## config.mk

```make
export PLATFORM = sky130hd
export DESIGN_NAME = core_rail_fault_supervisor
export DESIGN_NICKNAME = d
export VERILOG_FILES = /design/src/hdl/rail_supervisor_pkg.sv /design/src/hdl/core_rail_fault_supervisor.sv
export SDC_FILE = /design/constraint.sdc
export NUM_CORES = 1
export LEC_CHECK = 0
export ABC_AREA = 0
export CAP_MARGIN = 20
export CELL_PAD_IN_SITES_DETAIL_PLACEMENT = 1
export CELL_PAD_IN_SITES_GLOBAL_PLACEMENT = 2
export CORE_MARGIN = 1.5
export CORE_UTILIZATION = 25
export CTS_CLUSTER_SIZE = 40
export DETAILED_ROUTE_END_ITERATION = 16
export DONT_BUFFER_PORTS = 1
export PLACE_DENSITY = 0.61
export SYNTH_ARGS = -nofsm -noshare
export SYNTH_HDL_FRONTEND = slang
export SYNTH_SLANG_ARGS = --single-unit
```

## constraint.sdc

```tcl
create_clock -name clk_i -period 4.15 [get_ports clk_i]
set_clock_uncertainty 0.2 [all_clocks]
set_input_delay 0.6225 -clock clk_i [delete_from_list [all_inputs] [get_ports clk_i]]
set_output_delay 0.6225 -clock clk_i [all_outputs]
set_load 0.02 [all_outputs]
```

## src/hdl/rail_supervisor_pkg.sv

```systemverilog
// Constants shared by the core rail fault supervisor.
package rail_supervisor_pkg;

    // ------------------------------------------------------------------
    // Converter and voltage scaling (levels in 6.25 mV steps; ADC_FULL_UV and ADC_LSB_UV in uV)
    // ------------------------------------------------------------------
    localparam int          CLK_MHZ          = 100;
    localparam int          ADC_BITS         = 9;
    localparam int          ADC_LEVELS       = 511;
    localparam int          ADC_FULL_UV      = 3193750; // 3.19375 V.
    localparam int          ADC_LSB_UV       = 6250;    // 6.25 mV.
    localparam int          VOLT_BITS        = 10;
    localparam logic [9:0]  OFFSET_LEVEL     = 10'h030; // 0.3 V.
    localparam logic [9:0]  OV_FLOOR_LEVEL   = 10'h090; // 0.9 V.
    localparam logic [9:0]  OV_MARGIN        = 10'h034; // 325 mV.
    localparam logic [9:0]  UV_MARGIN        = 10'h050; // 500 mV.
    localparam logic [9:0]  ZERO_LEVEL       = 10'h000; // 0 V.

    // ------------------------------------------------------------------
    // Deglitch times
    // ------------------------------------------------------------------
    localparam int          OV_DELAY_NS      = 1000;
    localparam int          UV_DELAY_NS      = 3000;
    localparam int          UVLO_DELAY_NS    = 3000;
    localparam int          OV_CYCLES        = (OV_DELAY_NS * CLK_MHZ) / 1000;
    localparam int          UV_CYCLES        = (UV_DELAY_NS * CLK_MHZ) / 1000;
    localparam int          UVLO_CYCLES      =
        (UVLO_DELAY_NS * CLK_MHZ) / 1000;
    localparam int          DLY_BITS         = 16;

    // Overcurrent sequencing states.
    typedef enum logic [1:0] {
        OC_IDLE   = 2'b00,
        OC_ACTION = 2'b01,
        OC_SETTLE = 2'b11,
        OC_OFF    = 2'b10
    } oc_state_t;

endpackage : rail_supervisor_pkg

```

## src/hdl/core_rail_fault_supervisor.sv

```systemverilog
// Digital supervision and mode logic for the core rail of a regulator.
`timescale 1ns/1ps
module core_rail_fault_supervisor
    import rail_supervisor_pkg::*;
#(
    parameter int TRIGGER_DELAY = 64,
    parameter int ACTION_DELAY  = 64,
    parameter int SETTLE_DELAY  = 16
) (
    input  wire logic                 clk_i,
    input  wire logic                 reset_i,
    input  wire logic                 enable_i,
    input  wire logic [VOLT_BITS-1:0] core_offset_sense_pin_i,
    input  wire logic                 core_ext_offset_strap_i,
    input  wire logic                 nb_ext_offset_strap_i,
    input  wire logic                 strap_pin_one_i,
    input  wire logic                 strap_pin_two_i,
    input  wire logic                 code_step_up_i,
    input  wire logic                 code_step_down_i,
    input  wire logic                 light_load_i,
    input  wire logic [VOLT_BITS-1:0] current_monitor_pin_i,
    input  wire logic                 fast_load_response_i,
    input  wire logic                 on_time_pulse_i,
    input  wire logic                 cycle_start_i,
    input  wire logic                 above_sustained_i,
    input  wire logic                 above_peak_i,
    input  wire logic [VOLT_BITS-1:0] rail_voltage_sense_i,
    input  wire logic                 rail_voltage_negative_i,
    input  wire logic [VOLT_BITS-1:0] voltage_code_i,
    input  wire logic                 bias_below_por_i,
    input  wire logic                 nb_fault_i,
    output logic                      initial_offset_enable_o,
    output logic                      core_ext_offset_enable_o,
    output logic                      nb_ext_offset_enable_o,
    output logic                      continuous_mode_o,
    output logic [1:0]                slew_comp_bits_o,
    output logic                      ramp_select_o,
    output logic [ADC_BITS-1:0]       reported_current_o,
    output logic                      high_side_on_o,
    output logic                      low_side_on_o,
    output logic                      overcurrent_alert_n_o,
    output logic                      overvoltage_latch_o,
    output logic                      undervoltage_latch_o,
    output logic                      negative_voltage_guard_o,
    output logic                      nb_soft_shutdown_o
);
    import rail_supervisor_pkg::*;

    // ------------------------------------------------------------------
    // Enable edge and strap capture
    // ------------------------------------------------------------------
    logic enable_reg;
    logic enable_rise;
    assign enable_rise = enable_i && !enable_reg;

    // Enable history for edge detection.
    always_ff @(posedge clk_i) begin
        if (reset_i) begin
            enable_reg <= 1'b0;
        end else begin
            enable_reg <= enable_i;
        end
    end

    // Offset pin and offset straps are looked at only on the enable edge,
    // so later pin movement cannot change the selected mode mid-run.
    always_ff @(posedge clk_i) begin
        if (reset_i) begin
            initial_offset_enable_o  <= 1'b1;
            core_ext_offset_enable_o <= 1'b0;
            nb_ext_offset_enable_o   <= 1'b0;
        end else if (enable_rise) begin
            initial_offset_enable_o  <=
                (core_offset_sense_pin_i >= OFFSET_LEVEL);
            core_ext_offset_enable_o <= core_ext_offset_strap_i;
            nb_ext_offset_enable_o   <= nb_ext_offset_strap_i;
        end
    end

    // ------------------------------------------------------------------
    // Mode selection
    // ------------------------------------------------------------------
    // Upward steps force continuous mode; a downward step keeps the
    // present mode; otherwise light load allows diode emulation.
    always_ff @(posedge clk_i) begin
        if (reset_i) begin
            continuous_mode_o <= 1'b1;
        end else if (code_step_up_i) begin
            continuous_mode_o <= 1'b1;
        end else if (!code_step_down_i) begin
            continuous_mode_o <= !light_load_i;
        end
    end

    // Strap decoding is static, registered for clean outputs.
    always_ff @(posedge clk_i) begin
        if (reset_i) begin
            slew_comp_bits_o <= 2'h0;
            ramp_select_o    <= 1'b0;
        end else begin
            slew_comp_bits_o <= {strap_pin_two_i, strap_pin_one_i};
            ramp_select_o    <= strap_pin_one_i;
        end
    end

    // ------------------------------------------------------------------
    // Current report: input is in 6.25 mV steps; clamp at full scale.
    // ------------------------------------------------------------------
    localparam logic [VOLT_BITS-1:0] ADC_MAX = VOLT_BITS'(ADC_LEVELS);
    always_ff @(posedge clk_i) begin
        if (reset_i) begin
            reported_current_o <= 9'h000;
        end else if (current_monitor_pin_i > ADC_MAX) begin
            reported_current_o <= ADC_BITS'(ADC_LEVELS);
        end else begin
            reported_current_o <= current_monitor_pin_i[ADC_BITS-1:0];
        end
    end

    // ------------------------------------------------------------------
    // Overcurrent detection and action sequence
    // ------------------------------------------------------------------
    logic [DLY_BITS-1:0] trig_cnt_reg;
    logic                sustained_overcurrent_trip;
    logic                peak_overcurrent_trip;
    logic                peak_seen_reg;
    oc_state_t           oc_state_reg;
    logic [DLY_BITS-1:0] oc_cnt_reg;
    logic                oc_off_reg;

    assign sustained_overcurrent_trip =
        trig_cnt_reg >= DLY_BITS'(TRIGGER_DELAY);
    assign peak_overcurrent_trip = above_peak_i && !peak_seen_reg;

    // Any dip below threshold restarts the trigger delay.
    always_ff @(posedge clk_i) begin
        if (reset_i || !above_sustained_i) begin
            trig_cnt_reg <= '0;
        end else if (!sustained_overcurrent_trip) begin
            trig_cnt_reg <= trig_cnt_reg + 1'b1;
        end
    end

    // One peak trip per switching cycle.
    always_ff @(posedge clk_i) begin
        if (reset_i || cycle_start_i) begin
            peak_seen_reg <= 1'b0;
        end else if (above_peak_i) begin
            peak_seen_reg <= 1'b1;
        end
    end

    // Action delay, then filter settle, then final current check.
    always_ff @(posedge clk_i) begin
        if (reset_i || enable_rise) begin
            oc_state_reg <= OC_IDLE;
            oc_cnt_reg   <= '0;
        end else begin
            case (oc_state_reg)
                OC_IDLE: begin
                    oc_cnt_reg <= '0;
                    if (sustained_overcurrent_trip ||
                        peak_overcurrent_trip) begin
                        oc_state_reg <= OC_ACTION;
                    end
                end
                OC_ACTION: begin
                    oc_cnt_reg <= oc_cnt_reg + 1'b1;
                    if (oc_cnt_reg == DLY_BITS'(ACTION_DELAY - 1)) begin
                        oc_cnt_reg   <= '0;
                        oc_state_reg <= OC_SETTLE;
                    end
                end
                OC_SETTLE: begin
                    oc_cnt_reg <= oc_cnt_reg + 1'b1;
                    if (oc_cnt_reg == DLY_BITS'(SETTLE_DELAY - 1)) begin
                        oc_cnt_reg   <= '0;
                        oc_state_reg <= (above_sustained_i || above_peak_i)
                                        ? OC_OFF : OC_IDLE;
                    end
                end
                OC_OFF: begin
                    oc_state_reg <= OC_OFF;
                end
                default: begin
                    oc_state_reg <= OC_IDLE;
                end
            endcase
        end
    end

    // Alert follows the trip in the same edge it is seen.
    always_ff @(posedge clk_i) begin
        if (reset_i) begin
            overcurrent_alert_n_o <= 1'b1;
            oc_off_reg            <= 1'b0;
        end else begin
            overcurrent_alert_n_o <= !(sustained_overcurrent_trip ||
                peak_overcurrent_trip || oc_state_reg != OC_IDLE);
            oc_off_reg <= (oc_state_reg == OC_OFF);
        end
    end

    // ------------------------------------------------------------------
    // Voltage fault deglitch and latches
    // ------------------------------------------------------------------
    logic [VOLT_BITS:0]   ov_limit;
    logic                 ov_cond;
    logic                 uv_cond;
    logic                 por_done_reg;
    logic [DLY_BITS-1:0]  ov_cnt_reg;
    logic [DLY_BITS-1:0]  uv_cnt_reg;
    logic [DLY_BITS-1:0]  uvlo_cnt_reg;
    logic                 uvlo_reg;

    assign ov_limit = (voltage_code_i < OV_FLOOR_LEVEL)
                      ? {1'b0, OV_FLOOR_LEVEL} + {1'b0, OV_MARGIN}
                      : {1'b0, voltage_code_i} + {1'b0, OV_MARGIN};
    assign ov_cond  = por_done_reg &&
        ({1'b0, rail_voltage_sense_i} > ov_limit);
    assign uv_cond  = enable_reg &&
        ({1'b0, rail_voltage_sense_i} + {1'b0, UV_MARGIN} <
         {1'b0, voltage_code_i});

    // Overvoltage monitoring starts on the first edge after power-on reset.
    always_ff @(posedge clk_i) begin
        if (reset_i) begin
            por_done_reg <= 1'b0;
        end else begin
            por_done_reg <= 1'b1;
        end
    end

    // Persistence counters; any clean sample restarts the count.
    always_ff @(posedge clk_i) begin
        if (reset_i || !ov_cond) begin
            ov_cnt_reg <= '0;
        end else if (ov_cnt_reg < DLY_BITS'(OV_CYCLES)) begin
            ov_cnt_reg <= ov_cnt_reg + 1'b1;
        end
        if (reset_i || !uv_cond) begin
            uv_cnt_reg <= '0;
        end else if (uv_cnt_reg < DLY_BITS'(UV_CYCLES)) begin
            uv_cnt_reg <= uv_cnt_reg + 1'b1;
        end
        if (reset_i || !bias_below_por_i) begin
            uvlo_cnt_reg <= '0;
        end else if (uvlo_cnt_reg < DLY_BITS'(UVLO_CYCLES)) begin
            uvlo_cnt_reg <= uvlo_cnt_reg + 1'b1;
        end
    end

    // Latches hold until reset or a new enable edge; a set on the same
    // edge as the enable edge still wins.
    always_ff @(posedge clk_i) begin
        if (reset_i) begin
            overvoltage_latch_o  <= 1'b0;
            undervoltage_latch_o <= 1'b0;
            uvlo_reg             <= 1'b0;
        end else begin
            overvoltage_latch_o <= (ov_cnt_reg >= DLY_BITS'(OV_CYCLES)) ||
                (overvoltage_latch_o && !enable_rise);
            undervoltage_latch_o <= (uv_cnt_reg >= DLY_BITS'(UV_CYCLES)) ||
                (undervoltage_latch_o && !enable_rise);
            uvlo_reg <= (uvlo_cnt_reg >= DLY_BITS'(UVLO_CYCLES));
        end
    end

    // Guard only means anything once overvoltage has latched.
    always_ff @(posedge clk_i) begin
        if (reset_i) begin
            negative_voltage_guard_o <= 1'b0;
        end else begin
            negative_voltage_guard_o <= overvoltage_latch_o &&
                rail_voltage_negative_i;
        end
    end

    // Other rail shuts down on either latch of this rail.
    always_ff @(posedge clk_i) begin
        if (reset_i) begin
            nb_soft_shutdown_o <= 1'b0;
        end else begin
            nb_soft_shutdown_o <= overvoltage_latch_o ||
                undervoltage_latch_o;
        end
    end

    // ------------------------------------------------------------------
    // Switch drive priority: lockout, undervoltage and overcurrent off,
    // then overvoltage clamp, then disabled or other-rail fault off,
    // then normal pulse with fast response.
    // ------------------------------------------------------------------
    always_ff @(posedge clk_i) begin
        if (reset_i) begin
            high_side_on_o <= 1'b0;
            low_side_on_o  <= 1'b0;
        end else if (uvlo_reg) begin
            high_side_on_o <= 1'b0;
            low_side_on_o  <= 1'b0;
        end else if (undervoltage_latch_o || oc_off_reg) begin
            high_side_on_o <= 1'b0;
            low_side_on_o  <= 1'b0;
        end else if (overvoltage_latch_o) begin
            high_side_on_o <= 1'b0;
            low_side_on_o  <= !rail_voltage_negative_i;
        end else if (!enable_reg || nb_fault_i) begin
            high_side_on_o <= 1'b0;
            low_side_on_o  <= 1'b0;
        end else begin
            high_side_on_o <= fast_load_response_i ? 1'b1
                                                   : on_time_pulse_i;
            low_side_on_o  <= !(fast_load_response_i || on_time_pulse_i);
        end
    end

    // ------------------------------------------------------------------
    // Checks
    // ------------------------------------------------------------------
    chk_ov_low_side: assert property (@(posedge clk_i) disable iff (reset_i)
        overvoltage_latch_o && !uvlo_reg && !undervoltage_latch_o &&
        !oc_off_reg && !rail_voltage_negative_i |=> low_side_on_o &&
        !high_side_on_o) else $error("Clamp missing.");
    chk_nv_off: assert property (@(posedge clk_i) disable iff (reset_i)
        overvoltage_latch_o && rail_voltage_negative_i |=> !low_side_on_o)
        else $error("Negative guard failed.");
    chk_uv_all_off: assert property (@(posedge clk_i) disable iff (reset_i)
        undervoltage_latch_o |=> !high_side_on_o && !low_side_on_o)
        else $error("Undervoltage drive.");
    chk_uvlo_off: assert property (@(posedge clk_i) disable iff (reset_i)
        uvlo_reg |=> !high_side_on_o && !low_side_on_o)
        else $error("Lockout drive.");
    chk_ov_persist: assert property (@(posedge clk_i) disable iff (reset_i)
        $rose(overvoltage_latch_o) |-> $past(ov_cond, OV_CYCLES))
        else $error("Overvoltage latched early.");
    chk_alert_now: assert property (@(posedge clk_i) disable iff (reset_i)
        peak_overcurrent_trip |=> !overcurrent_alert_n_o)
        else $error("Alert late.");
    chk_nv_gate: assert property (@(posedge clk_i) disable iff (reset_i)
        !overvoltage_latch_o |=> !negative_voltage_guard_o)
        else $error("Guard without latch.");
    chk_step_up: assert property (@(posedge clk_i) disable iff (reset_i)
        code_step_up_i |=> continuous_mode_o)
        else $error("No continuous mode.");
    chk_shutdown: assert property (@(posedge clk_i) disable iff (reset_i)
        $rose(undervoltage_latch_o) |=> nb_soft_shutdown_o)
        else $error("Other rail not shut.");

endmodule : core_rail_fault_supervisor

```

==> metrics.txt <==
status complete, no violations; Clock Tree Buf Depth 2; worst hold path type input port to register; DRT Pass-1 Iters 4; Clock transition at path regs 0.07 ns; final WL 12.4 mm; hold path start reset_i; non-filler cells, final 843; Worst EP required 4.19 ns; commonest non-fill, non-tap cell in the layout dfxtp_1; VDD IR max between 0.15 and 0.2 mV; cell taking the most area after synthesis dfxtp_1; Num CTS Buffers 9; Worst Reg-to-Reg Cells 4; ANT cells 0; Slew Limit Fails 0; WHS Path Cells 1; sequential element share of the synthesized area 0.436; GRT overflow 0; Fmax around 310 MHz; Critical R2R Capture oc_cnt_reg[9]; element type at the critical path start input port; Primary FF master, synth dfxtp_1; initial antenna violation count 0; PortBufs 0; R2R setup slack 1.85 ns; Hold Path Sink reported_current_o[4]; setup TNS 0 ns; Vias/cell 4.67; post-CTS setup buffers 0; die height 145 microns; DRC 0; min Tclk post-route 3.25 ns; critical path peak fanout 7; layout overhead on the synthesized area 11.8%; worst path arrival time 3.29 ns; period utilization 0.784; Final #Nets 662; r2r startpoint oc_state_reg[0]; commonest non-fill, non-tap cells in the layout dfxtp_1, nor2_1, nand2_1, inv_1; Synth Instances around 570; core area 0.0195 sq mm; Synth area leaders dfxtp_1, ha_1, nor2_1, nand2_1, xnor2_1; post-synth net total around 660; leakage dissipation 0.00214 uW; placed cells a little over 800; initial core utilization 0.256; power per cell area between 300 and 400 mW/mm^2; Total GRT Usage 0.128; clk_lat worst skew 0.35 ns; share of post-route cells with drive strength above 1 0.0606; asr flop ratio synth 0; die footprint between 0.02 and 0.025 sq mm; largest net degree at the start of global routing 28; yosys warns 0; Die Span X 145 microns; Synth Register Bits 109; mean routed wirelength per cell about 15 microns; number of library cell types mapped by synthesis 64; cts repair resizes 0; RSZ-0062 raised after global routing false; Post-Syn Area 0.00501 sq mm; vias in the first global route 4088; Final Hold Vio Count 0; hold buffers post-CTS 0; top-area cell type share of the netlist area 0.436; Max H-tree Level 3; Final setup viols 0; Max Cap Viol 0; clk sinks 109; Slew @ Worst Pin 0.934 ns; crit path capture type register; row count 51; CP Class input port to register; max_slew headroom 0.361; post-route ant nets 0; Post-DP HPWL 9.64 mm; Ports 81; Mean Syn Cell Area 8.77 sq um; 1st-iter DRT viols 124; Post-synth EDFFs 0; routed vias 3934; first-pass GRT wire length approximately 20 mm; Util after Layout 0.287; CTS root buf clkbuf_16; Final GP Congestion a little over 0.8; CTS tree done
## metal layers
layer | GRT usage | vias up | share of wire
li1 | - | 1977 | -
met1 | 0.159 | 1885 | 0.47
met2 | 0.219 | 61 | 0.48
met3 | 0.0325 | 11 | 0.039
met4 | 0.0351 | 0 | 0.012
met5 | 0 | - | 0
## area by class of cell
class / instances / area (sq um)
clock buffers: 9 / 225
clock inverters: 6 / 73.8
fillers: 2324 / 13900
inverters: 33 / 124
multi-input cells: 420 / 2650
flip-flops and latches: 109 / 2180
well taps: 265 / 332
repair buffers: 1 / 7.51
## per-stage QoR
| step | area, sq um | setup slack (ns) | power [uW] | hold WS, ns |
|---|---|---|---|---|
| 5_1_grt | 5600 | 0.612 | 2200 | 0.116 |
| 3_5_place_dp | 5300 | 0.532 | 1250 | 0.219 |
| 3_3_place_gp | 5300 | 0.780 | 1240 | 0.211 |
| 4_1_cts | 5600 | 0.904 | 2130 | 0.117 |
| 2_1_floorplan | 5010 | 1.04 | 1220 | 0.203 |
| 6_report | 5600 | 0.896 | 2090 | 0.134 |
## worst max path at each step
stage                           start              to  cells after the start
global route        voltage_code_i[5]   ov_cnt_reg[2]                      9
global placement    voltage_code_i[2]   ov_cnt_reg[4]                     10
finish              voltage_code_i[2]   ov_cnt_reg[6]                      9
CTS                 voltage_code_i[2]   ov_cnt_reg[5]                      9
detailed placement  voltage_code_i[2]   ov_cnt_reg[1]                     10
floorplan           voltage_code_i[2]  ov_cnt_reg[10]                      9
## where the power goes
part           leakage, uW  internal [uW]  switching [uW]
Combinational      0.00112           55.8            81.7
Clock             0.000140            471             399
Sequential        0.000884           1060            25.8
Total              0.00214           1590             507
## logic make-up after synthesis
kind of cell,Yosys count,share of synthesized area
DFF,109,0.436
muxes,3,0.00600
AOI/OAI and AO/OA,76,0.104
and+or+nand+nor,273,0.278
buffers and inverters,42,0.0345
adders and majority gates,30,0.0750
xor gates and xnor gates,38,0.0665
## critical path, stage by stage
cell and delay, ns:
ha_1 0.20, or3_1 0.38, nand3_1 0.12, xnor2_1 0.12, ha_1 0.28, a21o_1 0.19, a2111oi_0 0.84, a2111o_1 0.45
nor2_1 0.09
## cell usage after synthesis, types with 2 or more instances
library cell and n:
ha_1 30, xor2_1 14, nor3_1 11, nand2_1 56
and2_1 26, a2111o_1 2, and3_1 7, inv_1 32
mux2i_1 3, a31oi_1 2, or4_1 6, a2111oi_2 2
o21ai_1 2, o31ai_1 2, dfxtp_1 109, a22oi_1 3
xnor2_1 24, clkbuf_1 6, nand3_1 27, nor4_1 10
and3_2 2, nand4_1 11, a211oi_1 5, a21oi_1 30
a211o_1 2, nor2b_1 7, nand2b_1 6, or3_1 7
a21o_1 3, nor2_1 83, o21ai_0 8
(Power assumes the default switching activity.)
